--- config.mk ---
export PLATFORM = sky130hd
export DESIGN_NAME = lcs_channel_irq
export DESIGN_NICKNAME = d
export VERILOG_FILES = /design/src/lcs_channel_irq.v /design/src/lcs_persist_timer.v
export VERILOG_INCLUDE_DIRS = /design/src /design/src/src
export SDC_FILE = /design/constraint.sdc
export NUM_CORES = 1
export LEC_CHECK = 0
export BUFFER_PORTS_ARGS = -buffer_cell sky130_fd_sc_hd__buf_2
export CORE_MARGIN = 10
export CORE_UTILIZATION = 40
export DETAILED_ROUTE_END_ITERATION = 8
export MAX_ROUTING_LAYER = met4
export PLACE_DENSITY = 0.64
export SKIP_LAST_GASP = 1
export SYNTH_ARGS = -nofsm -noshare
export SYNTH_HDL_FRONTEND = slang
export SYNTH_SLANG_ARGS = --single-unit
--- constraint.sdc ---
create_clock -name clk_sys -period 5.9 [get_ports clk_sys]
set_input_delay 1.18 -clock clk_sys [delete_from_list [all_inputs] [get_ports clk_sys]]
set_output_delay 1.18 -clock clk_sys [all_outputs]
set_load 0.05 [all_outputs]
--- src/lcs_consts.vh ---
// Constants for the line channel status and change-interrupt block
`ifndef LCS_CONSTS_VH
`define LCS_CONSTS_VH

// ----------------------------------------
// Register byte addresses
// ----------------------------------------
`define LCS_ADDR_STATUS   8'h00
`define LCS_ADDR_LATCHES  8'h04
`define LCS_ADDR_ENABLE   8'h08
`define LCS_ADDR_CONTROL  8'h0C

// ----------------------------------------
// Bit positions, shared by status, latches and enable
// ----------------------------------------
`define LCS_BIT_DMO       6
`define LCS_BIT_FIFO      5
`define LCS_BIT_LOOP      3
`define LCS_BIT_LOS       1
`define LCS_BIT_PAT       0

// Implemented bits; all others read as zero
`define LCS_FLAG_MASK     8'h6B
`define LCS_CTRL_MASK     8'h03

// ----------------------------------------
// Reset values
// ----------------------------------------
`define LCS_RST_ENABLE    8'h00
`define LCS_RST_CONTROL   8'h00
`define LCS_RST_LATCHES   8'h00

// Loop-code mode field value for manual detection
`define LCS_MODE_MANUAL   2'h1

// ----------------------------------------
// Timing
// ----------------------------------------
`define LCS_CLK_HZ            20000000
`define LCS_LOOP_PERSIST_S    5
// Five seconds of the 20 MHz clock, sized to the counter width
`define LCS_LOOP_PERSIST_CYC  27'h5F5E100
`define LCS_LOOP_CNT_W        27
`define LCS_DMO_SILENT_BITS   8'h80
`define LCS_DMO_CNT_W         8
`define LCS_FIFO_LIMIT_BITS   3

`endif

--- src/lcs_channel_irq.v ---
// Line channel status flags, change latches and interrupt, APB slave
//
// Contract
// - Manual mode: flag after loop-up beyond 5s
// - Loop flag holds while pattern persists
// - Status bit 1 mirrors receive LOS
// - LOS transitions interrupt when D1 enabled
// - Status bit 0 mirrors pattern lock
// - Pattern lock transitions interrupt when D0 enabled
// - Change latches clear on read
// - Bit 6 latches driver-monitor changes
// - Bit 5 latches FIFO-limit changes
// - Bit 3 latches loop-code changes
// - Driver alarm after 128 silent bits
// - FIFO flag when pointers within three
// - Driver transitions interrupt when D6 enabled
//
// Decided for this implementation: the register addresses and register access over APB.
`timescale 1ns/1ps
`default_nettype none
`include "lcs_consts.vh"

module lcs_channel_irq #(
   parameter                    PTR_W       = 4,                     // Jitter FIFO pointer width
   parameter [`LCS_LOOP_CNT_W-1:0] LOOP_PERSIST = `LCS_LOOP_PERSIST_CYC // Loop-up wait in cycles
) (
   input  wire             clk_sys,        // System clock, 20 MHz
   input  wire             reset,          // Async reset, active high
   input  wire             psel,           // APB select
   input  wire             penable,        // APB access phase
   input  wire             pwrite,         // APB write
   input  wire [7:0]       paddr,          // APB byte address
   input  wire [31:0]      pwdata,         // APB write data
   output reg  [31:0]      prdata,         // APB read data
   output reg              pready,         // APB ready
   output reg              pslverr,        // APB error, unmapped address
   input  wire             loopUpSeen,     // Detector sees loop-up code now
   input  wire             rxLossDeclared, // Receive loss of signal
   input  wire             patternLocked,  // Receive pattern lock
   input  wire             txBitTick,      // One pulse per transmit bit
   input  wire             txPulseSeen,    // Bipolar pulse on transmit output
   input  wire [PTR_W-1:0] jaReadPtr,      // Jitter FIFO read pointer
   input  wire [PTR_W-1:0] jaWritePtr,     // Jitter FIFO write pointer
   output reg              irq             // Level interrupt, active high
);

   // ----------------------------------------
   // Local constants
   // ----------------------------------------
   // Loop-code state machine, one-hot
   localparam [2:0] LC_IDLE     = 3'h1;  // No pattern or not manual
   localparam [2:0] LC_TIMING   = 3'h2;  // Pattern seen, waiting
   localparam [2:0] LC_DETECTED = 3'h4;  // Flag raised

   localparam [`LCS_DMO_CNT_W-1:0] DMO_LIMIT = `LCS_DMO_SILENT_BITS;
   localparam [31:0]               FIFO_LIM_W = `LCS_FIFO_LIMIT_BITS; // Limit at full width
   localparam [PTR_W-1:0]          FIFO_LIM  = FIFO_LIM_W[PTR_W-1:0];

   // Register select codes
   localparam [3:0] SEL_STATUS  = 4'h1;
   localparam [3:0] SEL_LATCHES = 4'h2;
   localparam [3:0] SEL_ENABLE  = 4'h4;
   localparam [3:0] SEL_CONTROL = 4'h8;

   // ----------------------------------------
   // Functions
   // ----------------------------------------
   // Address decode, used by read mux and write path
   function [3:0] regSelect;
      input [7:0] addr;
      begin
         case (addr)
            `LCS_ADDR_STATUS:  regSelect = SEL_STATUS;
            `LCS_ADDR_LATCHES: regSelect = SEL_LATCHES;
            `LCS_ADDR_ENABLE:  regSelect = SEL_ENABLE;
            `LCS_ADDR_CONTROL: regSelect = SEL_CONTROL;
            default:           regSelect = 4'h0;
         endcase
      end
   endfunction

   // Pointers within the limit either way round the ring
   function withinLimit;
      input [PTR_W-1:0] wr;
      input [PTR_W-1:0] rd;
      reg   [PTR_W-1:0] gap;
      begin
         gap = wr - rd;
         withinLimit = (gap <= FIFO_LIM) || (gap >= (~FIFO_LIM + 1'b1));
      end
   endfunction

   // ----------------------------------------
   // Registers and state
   // ----------------------------------------
   reg  [7:0] irqEnable;     // Enable, same layout as latches
   reg  [7:0] control;       // Loop-code mode bits
   reg  [7:0] latches;       // Sticky change latches
   reg  [7:0] prevFlags;     // Flags one cycle ago
   reg  [2:0] loopState;     // Loop-code state machine
   reg  [2:0] next_loopState;
   reg  [`LCS_DMO_CNT_W-1:0] silentBits; // Bits without pulses
   reg        dmoAlarm;      // Driver-monitor alarm
   reg        fifoLimit;     // FIFO limit flag
   reg        losFlag;       // Registered loss of signal
   reg        patFlag;       // Registered pattern lock
   wire       timerExpired;  // Loop-up held long enough
   wire       loopMode;      // Manual loop-code mode selected
   wire [7:0] liveFlags;     // Status register image
   wire [7:0] changes;       // Flags that moved this cycle
   wire [7:0] clearMask;     // Bits cleared this cycle
   wire [7:0] next_latches;  // Latch value after this edge
   wire [3:0] setupSel;      // Decode in setup phase
   wire       setupPhase;    // APB setup cycle
   wire       accessDone;    // APB access completes at this edge
   wire       goodWrite;     // Mapped write completes
   wire       latchRead;     // Read of latch register completes

   // ----------------------------------------
   // Loop-code detection
   // ----------------------------------------
   assign loopMode = (control[1:0] == `LCS_MODE_MANUAL);

   lcs_persist_timer #(
      .CNT_W (`LCS_LOOP_CNT_W),
      .LIMIT (LOOP_PERSIST)
   ) u_loopTimer (
      .clk_sys (clk_sys),
      .reset   (reset),
      .run     (loopState[1] && loopMode && loopUpSeen),
      .expired (timerExpired)
   );

   // Next state; automatic mode is not built, so only manual detects
   always @* begin
      next_loopState = loopState;
      case (loopState)
         LC_IDLE: begin
            // Start timing on first sight of the code
            if (loopMode && loopUpSeen)
               next_loopState = LC_TIMING;
         end
         LC_TIMING: begin
            if (!loopMode || !loopUpSeen)
               next_loopState = LC_IDLE;
            else if (timerExpired)
               next_loopState = LC_DETECTED;
         end
         LC_DETECTED: begin
            if (!loopMode || !loopUpSeen)
               next_loopState = LC_IDLE;
         end
         default: begin
            // Illegal code, recover
            next_loopState = LC_IDLE;
         end
      endcase
   end

   // State register
   always @(posedge clk_sys or posedge reset) begin
      if (reset) begin
         loopState <= LC_IDLE;
      end else begin
         loopState <= next_loopState;
      end
   end

   // ----------------------------------------
   // Driver monitor, FIFO limit, mirrored flags
   // ----------------------------------------
   // Counts transmit bit periods since the last bipolar pulse.
   // A pulse wins over a tick so the alarm drops the same edge.
   always @(posedge clk_sys or posedge reset) begin
      if (reset) begin
         silentBits <= {`LCS_DMO_CNT_W{1'b0}};
         dmoAlarm   <= 1'b0;
      end else if (txPulseSeen) begin
         silentBits <= {`LCS_DMO_CNT_W{1'b0}};
         dmoAlarm   <= 1'b0;
      end else if (txBitTick) begin
         if (silentBits == DMO_LIMIT - 1'b1)
            dmoAlarm <= 1'b1;
         if (silentBits != DMO_LIMIT)
            silentBits <= silentBits + 1'b1;
      end
   end

   // Live flags are registered once so all change detection and the
   // status read see one consistent sample per cycle.
   always @(posedge clk_sys or posedge reset) begin
      if (reset) begin
         fifoLimit <= 1'b0;
         losFlag   <= 1'b0;
         patFlag   <= 1'b0;
      end else begin
         fifoLimit <= withinLimit(jaWritePtr, jaReadPtr);
         losFlag   <= rxLossDeclared;
         patFlag   <= patternLocked;
      end
   end

   assign liveFlags = {1'b0, dmoAlarm, fifoLimit, 1'b0,
                       loopState[2], 1'b0, losFlag, patFlag};

   // ----------------------------------------
   // Change latches
   // ----------------------------------------
   // Previous sample for edge detection in either direction
   always @(posedge clk_sys or posedge reset) begin
      if (reset) begin
         prevFlags <= 8'h00;
      end else begin
         prevFlags <= liveFlags;
      end
   end

   assign changes = (liveFlags ^ prevFlags) & `LCS_FLAG_MASK;

   // Only bits returned by the read are cleared, so an event that set
   // a latch between setup and access is still reported next time.
   // clear on read
   assign clearMask = (latchRead ? prdata[7:0] : 8'h00) |
                      ((goodWrite && setupSel == SEL_LATCHES) ?
                       pwdata[7:0] : 8'h00);

   // One latch per bit; set beats clear in the same cycle
   genvar gi;
   generate
      for (gi = 0; gi < 8; gi = gi + 1) begin : g_latch
         assign next_latches[gi] = changes[gi] |
                                   (latches[gi] & ~clearMask[gi]);
      end
   endgenerate

   // Latch register
   always @(posedge clk_sys or posedge reset) begin
      if (reset) begin
         latches <= `LCS_RST_LATCHES;
      end else begin
         latches <= next_latches & `LCS_FLAG_MASK;
      end
   end

   // ----------------------------------------
   // Interrupt
   // ----------------------------------------
   // Registered from the next latch value so it rises with the latch
   always @(posedge clk_sys or posedge reset) begin
      if (reset) begin
         irq <= 1'b0;
      end else begin
         irq <= |(next_latches & irqEnable & `LCS_FLAG_MASK);
      end
   end

   // ----------------------------------------
   // APB slave
   // ----------------------------------------
   assign setupPhase = psel && !penable;
   assign setupSel   = regSelect(paddr);
   assign accessDone = psel && penable && pready;
   assign goodWrite  = accessDone && pwrite && !pslverr;
   assign latchRead  = accessDone && !pwrite && !pslverr &&
                       (setupSel == SEL_LATCHES);

   // Answer in the cycle after setup: no wait states. Read data is
   // sampled at the setup edge and held through the access phase.
   always @(posedge clk_sys or posedge reset) begin
      if (reset) begin
         pready  <= 1'b0;
         pslverr <= 1'b0;
         prdata  <= 32'h0000_0000;
      end else if (setupPhase) begin
         // Capture answer
         pready  <= 1'b1;
         pslverr <= (setupSel == 4'h0);
         case (setupSel)
            SEL_STATUS:  prdata <= {24'h000000, liveFlags};
            SEL_LATCHES: prdata <= {24'h000000, latches};
            SEL_ENABLE:  prdata <= {24'h000000, irqEnable};
            SEL_CONTROL: prdata <= {24'h000000, control};
            default:     prdata <= 32'h0000_0000;
         endcase
      end else begin
         // Idle or access done
         pready  <= 1'b0;
         pslverr <= 1'b0;
      end
   end

   // Writable registers; status is read-only and ignores writes
   always @(posedge clk_sys or posedge reset) begin
      if (reset) begin
         irqEnable <= `LCS_RST_ENABLE;
         control   <= `LCS_RST_CONTROL;
      end else if (goodWrite) begin
         if (setupSel == SEL_ENABLE)
            irqEnable <= pwdata[7:0] & `LCS_FLAG_MASK;
         if (setupSel == SEL_CONTROL)
            control <= pwdata[7:0] & `LCS_CTRL_MASK;
      end
   end

endmodule // lcs_channel_irq

`default_nettype wire

--- src/lcs_persist_timer.v ---
// Persistence timer: flags a condition that has held beyond a limit
`timescale 1ns/1ps
`default_nettype none
`include "lcs_consts.vh"

module lcs_persist_timer #(
   parameter             CNT_W = `LCS_LOOP_CNT_W,        // Counter width
   parameter [CNT_W-1:0] LIMIT = `LCS_LOOP_PERSIST_CYC   // Cycles to exceed
) (
   input  wire clk_sys,   // System clock
   input  wire reset,     // Async reset, active high
   input  wire run,       // Condition present, keep counting
   output reg  expired    // Condition held beyond LIMIT
);

   // ----------------------------------------
   // Counter
   // ----------------------------------------
   reg [CNT_W-1:0] count;  // Cycles the condition has held

   // Restart on any gap; saturate once expired
   // Dropping run clears expired at once, so a short glitch in the
   // condition costs the whole wait again; that is intended.
   always @(posedge clk_sys or posedge reset) begin
      if (reset) begin
         count   <= {CNT_W{1'b0}};
         expired <= 1'b0;
      end else if (!run) begin
         // Gap in the condition
         count   <= {CNT_W{1'b0}};
         expired <= 1'b0;
      end else if (count == LIMIT) begin
         // Held past the limit
         expired <= 1'b1;
      end else begin
         // Still timing
         count   <= count + {{(CNT_W-1){1'b0}}, 1'b1};
      end
   end

endmodule // lcs_persist_timer

`default_nettype wire

==> results of run 1 <==
[report_power, final]
part / switching (mW) / total, mW / internal (mW)
clock network: 0.181 / 0.419 / 0.238
registers: 0.00596 / 0.480 / 0.474
logic: 0.0753 / 0.102 / 0.0265
total: 0.262 / 1.00 / 0.738
[area by class of cell]
class / instances / area share
Clock buffer: 10 / 0.03174
Clock inverter: 6 / 0.02209
Inverter: 18 / 0.01680
Multi-Input combinational cell: 275 / 0.4231
Sequential cell: 68 / 0.4235
Tap cell: 108 / 0.03360
Timing Repair Buffer: 39 / 0.04916
[flip-flops by register name, summed over array words and instances, names as in the netlist, 2 cells and up]
signal / cells
prevFlags: 5
control: 2
silentBits: 8
prdata: 5
loopState: 3
irqEnable: 5
latches: 5
u_loopTimer.count: 27
[critical path: stages]
cell and delay (ns):
buf_2 0.09, nor4_1 0.42, and2_1 0.26, nand3_1 0.12
nor2b_1 0.42, mux2_2 0.40
[layout by cell type (no fill, tap or decap), drive strengths merged, types with 2 or more instances in the layout]
cell,n
a21oi,16
a22o,2
and3,3
buf,39
bufinv,2
clkbuf,10
clkinv,2
clkinvlp,2
conb,27
dfrtp,67
ha,7
inv,18
mux2,7
mux2i,10
mux4,2
nand2,32
nand2b,3
nand3,19
nand3b,2
nand4,9
nor2,45
nor2b,4
nor3,5
nor3b,2
nor4,8
nor4b,2
o211ai,3
o21ai,16
or3,4
or4,3
xnor2,12
xor2,20
[per-layer routing]
metal | wire length, um | global-route usage | up-vias
li1 | - | - | 1292
met1 | 3698 | 0.1580 | 1293
met2 | 3297 | 0.1757 | 67
met3 | 275 | 0.02708 | 10
met4 | 115 | 0.04950 | 0
met5 | 0 | - | -
[metrics by stage]
step                      instance area (sq um)  utilization  setup WS [ns]
after floorplan                            3712            -          3.010
after global placement                     3805       0.4342          2.935
after detailed placement                   3805       0.4342          2.913
after CTS                                  4021       0.4589          3.273
after global routing                       4021       0.4589          3.151
final                                      4021       0.4589          3.228
[kinds of logic (layout without fill, tap and decap cells)]
logic type	Yosys count	in the layout
multiplexers	19	19
buffers and inverters	55	73
other	1	27
flip-flops	68	68
XOR/XNOR	32	32
adder cells (fa/ha/maj)	8	8
AND/OR/NAND/NOR	147	147
AO/OA/AOI/OAI	42	42
[worst max-delay path by stage]
stage / to / slack, ns / cells past startpoint
after detailed placement: irqEnable[5] / 2.91 / 6
final: irqEnable[5] / 3.23 / 6
after global placement: irqEnable[5] / 2.93 / 6
after CTS: irqEnable[5] / 3.27 / 6
after global routing: irqEnable[5] / 3.15 / 6
after floorplan: control[0] / 3.01 / 1
==> summary.md, run 1 <==
| Metric | Value |
|---|---|
| Initial DRC Count | `108` |
| CTS Buf Count | `9` |
| Simple-gate share of the synthesized area | `0.2077` |
| Non-filler cells in the finished layout | `about 520` |
| WP data required | `roughly 6.1 ns` |
| Multi-input gate area | `roughly 1700 sq um` |
| Ant diodes | `0` |
| CP Max Fanout | `5` |
| Cell Count Post-Placement | `between 500 and 600` |
| Reg2reg path depth | `5` |
| Worst r2r dst | `u_loopTimer.count[1]` |
| CTS Sinks | `68` |
| Pwr Total | `1.000 mW` |
| Vias in the first global route | `about 2800` |
| Fmax | `around 370 MHz` |
| Placer Congestion | `roughly 0.80` |
| Drt first pass iters | `4` |
| Routed Antenna Nets | `0` |
| Yosys synthesis warning count | `0` |
| Final hold violations | `0` |
| Die ar. | `13240 sq um` |
| Row count | `34` |
| H-tree levels | `3` |
| Share of cells above drive strength 1 | `0.1659` |
| Setup-failing EPs final | `0` |
| Via count | `roughly 2700` |
| Initial antenna violation count | `0` |
| Total gr overflow | `0` |
| Starting Density | `0.4125` |
| Filler cells | `851` |
| Top FF cell, synth | `dfrtp_1` |
| Unique masters post-synth | `46` |
| Core area | `roughly 9000 sq um` |
| Largest area contributor in the netlist | `dfrtp_1` |
| CTS tree | `yes` |
| Async set-reset flop share out of synthesis | `1.000` |
| Clk slew on worst S/H paths | `roughly 0.08 ns` |
| CP arrival | `roughly 2.9 ns` |
| DRC errors left | `0` |
| Setup Skew | `about 0.0075 ns` |
| Max VDD drop | `0.1262 mV` |
| Final Critical Period | `approximately 2.7 ns` |
| Register area | `between 1500 and 2000 sq um` |
| Worst hold-check path type | `register to register` |
| PwrDens | `248.7 nW/um^2` |
| Setup tns final | `0 ns` |
| CP startpoint | `paddr[1]` |
| GRT Total Usage | `0.1204` |
| Detail Placement HPWL | `5388 um` |
| Reg2reg setup slack | `about 3.6 ns` |
| Worst setup SP type | `input pin` |
| Die H | `around 120 um` |
| Final wirelength | `around 7400 um` |
| Relative slew slack | `0.3535` |
| Post-synth EDFFs | `0` |
| Post-CTS Setup Inserts | `0` |
| Fin. max-slew vios | `0` |
| Most frequent cell after synthesis | `dfrtp_1` |
| Global-route wire length before repair | `12700 um` |
| Seq/Total Area, Yosys | `0.4711` |
| Largest net degree at the start of global routing | `55` |
| Port Buffers | `38` |
| Xor-xnor portion of the synthesized cell area | `0.07754` |
| Hold_ws | `approximately 0.42 ns` |
| Nets | `between 400 and 500` |
| Mapped Area | `around 3600 sq um` |
| Critical path type | `input pin to register` |
| DR vias/cell | `about 5` |
| Area growth, synth to finish | `11.25%` |
| Outcome | `complete, no violations` |
| Leakage power | `between 1.5 and 2 nW` |
| Clock Latency Late Sink | `0.34 ns` |
| RSZ-0062 raised after global routing | `false` |
| Post-CTS Resized | `0` |
| Final period util | `0.4529` |
| Max Buffers Root-to-Sink | `2` |
| Avg Cell Area, Syn | `between 9 and 10 sq um` |
| Main combinational cell family by area after synthesis | `simple AND/OR/NAND/NOR gates` |
| Element type at the critical path end | `register` |
| Post-CTS Hold Buffers | `0` |
| Hold_sp | `losFlag` |
| Top cells by area, synth | `dfrtp_1, buf_4, xor2_1, nor2_1, nand2_1` |
| Post-synth top cells | `dfrtp_1, nor2_1, nand2_1, buf_4, xor2_1` |
| MaxCap Viol Count | `0` |
| Worst slew pin tran | `between 0.9 and 1 ns` |
| Top-area cell type share of the netlist area | `0.4638` |
| Die Span X | `about 120 um` |
| I/O Pins | `93` |
| WHS Endpoint | `prevFlags[1]` |
| Synth Area in Adders | `0.02977` |
| Worst hold stages | `0` |
| #FFs+latches synth | `between 60 and 70` |
| Multiplexer share of the synthesized area | `0.06196` |
| Syn Inst Count | `372` |
| Routed len/inst | `14.10 um` |
| Synth Area in Compound Gates | `0.06577` |
| Clk root buf | `clkbuf_8` |
| R2R Path Start | `u_loopTimer.count[17]` |
Note: power is estimated with default switching activity, not from simulation.
==> run 2, diff against run 1 <==
==> constraint.sdc (replaced) <==
create_clock -name clk_sys -period 2.7 [get_ports clk_sys]
set_input_delay 0.54 -clock clk_sys [delete_from_list [all_inputs] [get_ports clk_sys]]
set_output_delay 0.54 -clock clk_sys [all_outputs]
set_load 0.05 [all_outputs]
==> run 2 against run 1 <==
Effect of this change:
- worst setup slack got worse by 2.8 ns
- clock power rose by 110%
- register-to-register slack got worse by 3.2 ns
- die area did not move
- count of clock-buffer cells in the layout did not move
- first-iteration DRC count fell by 13%
- utilization rose by 0.23 points
- final cell count rose by 0.38%
- via count fell by 0.19%
- critical path depth fell by 1
- power rose by 110%
==> summary.md, run 2 (synthesis results as in run 1) <==
| Metric | Value |
|---|---|
| Switch share | `0.2712 (+0.009284)` |
| Most frequent cells in the layout | `dfrtp_1, nor2_1, buf_2, nand2_1, conb_1` |
| Total gr overflow | `0 (unchanged)` |
| Clk slew on worst S/H paths | `0.08 ns (about the same)` |
| GR peak layer | `met2` |
| Via count | `2657 (-0.19%)` |
| CTS tree | `yes` |
| Die Span X | `115.1 um (unchanged)` |
| Clock Latency Late Sink | `0.34 ns (about the same)` |
| Worst setup SP type | `register` |
| Setup WS pre-CTS | `0.3334 ns (-2.580 ns)` |
| Relative slew slack | `0.5394 (+0.1859)` |
| DRC errors left | `0 (unchanged)` |
| CP arrival | `2.51 ns (-0.39 ns)` |
| Fmax | `~440 MHz` |
| Worst r2r dst | `u_loopTimer.count[1]` |
| Global-route wire length before repair | `12550 um (-1.1%)` |
| Final period util | `0.8480` |
| Critical path type | `register to register` |
| Largest net degree at the start of global routing | `38 (-31%)` |
| Clk root buf | `clkbuf_8` |
| Setup tns final | `0 ns (unchanged)` |
| CTS Sinks | `68 (unchanged)` |
| Reg2reg path depth | `5 (unchanged)` |
| CP Max Fanout | `5 (unchanged)` |
| Area growth, synth to finish | `11.80%` |
| CP top delay family | `simple AND/OR/NAND/NOR gates` |
| DP Area | `3832 sq um (+0.72%)` |
| Largest regs | `u_loopTimer.count: 27 flops, silentBits: 8 flops` |
| Reg2reg setup slack | `0.41 ns (-3.16 ns)` |
| Final Critical Period | `~2.3 ns` |
| Post-route design area | `4041 sq um (+0.50%)` |
| Setup-failing EPs final | `0 (unchanged)` |
| Post-CTS Hold Buffers | `0 (unchanged)` |
| Flop pwr share | `0.492 (+0.012)` |
| Die H | `115.1 um (unchanged)` |
| Fin. max-slew vios | `0 (unchanged)` |
| Worst setup margin | `0.4105 ns (-2.817 ns)` |
| Setup Skew | `0.01169 ns (+0.004178 ns)` |
| Clk pwr share | `0.403 (-0.015)` |
| Final wirelength | `7324 um (-0.85%)` |
| H-tree levels | `3 (unchanged)` |
| Post-CTS Setup Inserts | `0 (unchanged)` |
| R2R Path Start | `u_loopTimer.count[17]` |
| Crit-path slowest cell | `or4b_1` |
| I/O Pins | `93 (unchanged)` |
| Drt first pass iters | `4 (unchanged)` |
| Starting Density | `0.4125 (unchanged)` |
| Most common library cell in the layout ignoring fill and taps | `dfrtp_1` |
| Row count | `34 (unchanged)` |
| Initial antenna violation count | `0 (unchanged)` |
| Leakage power | `1.873 nW (+0.60%)` |
| Crit-path cells | `or4b_1 > or4_4 > nor4_4 > mux2i_1 > nor2_1` |
| Met2 Use GR | `0.1749 (-0.0007508)` |
| Core area | `8763 sq um (unchanged)` |
| Outcome | `complete, no violations` |
| Worst slew pin tran | `0.6899 ns (-0.2775 ns)` |
| Routed len/inst | `13.92 um (-1.2%)` |
| Ant diodes | `0 (unchanged)` |
| Grt met3 use | `0.02500 (-0.002083)` |
| Element type at the critical path end | `register` |
| Worst Setup EP | `u_loopTimer.count[1]` |
| DR vias/cell | `5.051 (-0.57%)` |
| WP data required | `2.92 ns (-3.20 ns)` |
| Routed Antenna Nets | `0 (unchanged)` |
| Pwr Total | `2.133 mW (+110%)` |
| Internal power | `1.555 mW (+110%)` |
| Max reg flops | `27 (unchanged)` |
| CTS Buf Count | `9 (unchanged)` |
| Post-CTS Resized | `0 (unchanged)` |
| MaxCap Viol Count | `0 (unchanged)` |
| RSZ-0062 raised after global routing | `false` |
| Post-layout util | `0.4612 (+0.002284)` |
| Comb power frac | `0.105 (+0.003)` |
| Max Buffers Root-to-Sink | `2 (unchanged)` |
| Detail Placement HPWL | `5448 um (+1.1%)` |
| Largest stage delay, worst path | `0.53 ns (+0.11 ns)` |
| Initial DRC Count | `94 (-13%)` |
| WP buf/inv | `0 (-1)` |
| Biggest register | `u_loopTimer.count` |
| Worst hold-check path type | `input pin to register` |
| Placer Congestion | `0.8071 (+1.3%)` |
| Stages on worst setup path | `5 (-1)` |
| PwrDens | `527.9 nW/um^2 (+110%)` |
| GR Util met1 | `0.1534 (-0.004620)` |
| Max VDD drop | `0.2594 mV (+110%)` |
| GRT Total Usage | `0.1179 (-0.002592)` |
| Share of cells above drive strength 1 | `0.1722 (+0.006383)` |
| CP startpoint | `u_loopTimer.count[17]` |
| Final hold violations | `0 (unchanged)` |
| Port Buffers | `38 (unchanged)` |
| Net Switching | `0.5785 mW (+120%)` |
| Die ar. | `13240 sq um (unchanged)` |
| Vias in the first global route | `2743 (-1.6%)` |
| Nets | `479 (+0.42%)` |
## run 2: cell count changes in the layout (fill, tap and decap cells not counted), sizes merged
cell,change
buf,+2
inv,+2
bufinv,-1
clkinv,-1
## run 2: worst min path at each step
stage	start	endpoint	slack (ns)	cells past startpoint
floorplan	loopState[2]	prevFlags[3]	0.35	0
global placement	losFlag	prevFlags[1]	0.41	0
detailed placement	patFlag	prevFlags[0]	0.41	0
CTS	rxLossDeclared	losFlag	0.29	1
global route	rxLossDeclared	losFlag	0.28	1
finish	rxLossDeclared	losFlag	0.30	1
## run 2: cell type report
class | count | area [sq um]
flip-flops and latches | 68 | 1703
clock inverters | 6 | 71.32
inverters | 18 | 67.56
fillers | 827 | 4722
well taps | 108 | 135.1
multi-input cells | 275 | 1702
clock buffers | 10 | 137.6
repair buffers | 41 | 225.2
## run 2: stage by stage
step                hold WS, ns  instances
floorplan                0.3519        398
CTS                      0.2858        526
global placement         0.4051        510
detailed placement       0.4086        510
global route             0.2848        526
finish                   0.3020        526
## run 2: layer usage
metal  up-vias  part of all wire
met4         0             0.012
met3         9             0.040
met2        69              0.45
met1      1287              0.50
met5         -                 0
li1       1292                 -
## run 2: worst register-to-register path, delay by kind of cell (launching register included)
family | cells | cell delay, ns
flops | 1 | 0.44
mux | 1 | 0.23
simple gates | 4 | 1.51
## run 2: power groups by stage
| stage | Clock [mW] | Combinational, mW | Sequential (mW) |
|---|---|---|---|
| after CTS | 0.888 | 0.226 | 1.05 |
| after global placement | 0 | 0.222 | 1.07 |
| after floorplan | 0 | 0.199 | 1.07 |
| final | 0.860 | 0.224 | 1.05 |
| after global routing | 0.928 | 0.247 | 1.05 |
| after detailed placement | 0 | 0.225 | 1.07 |
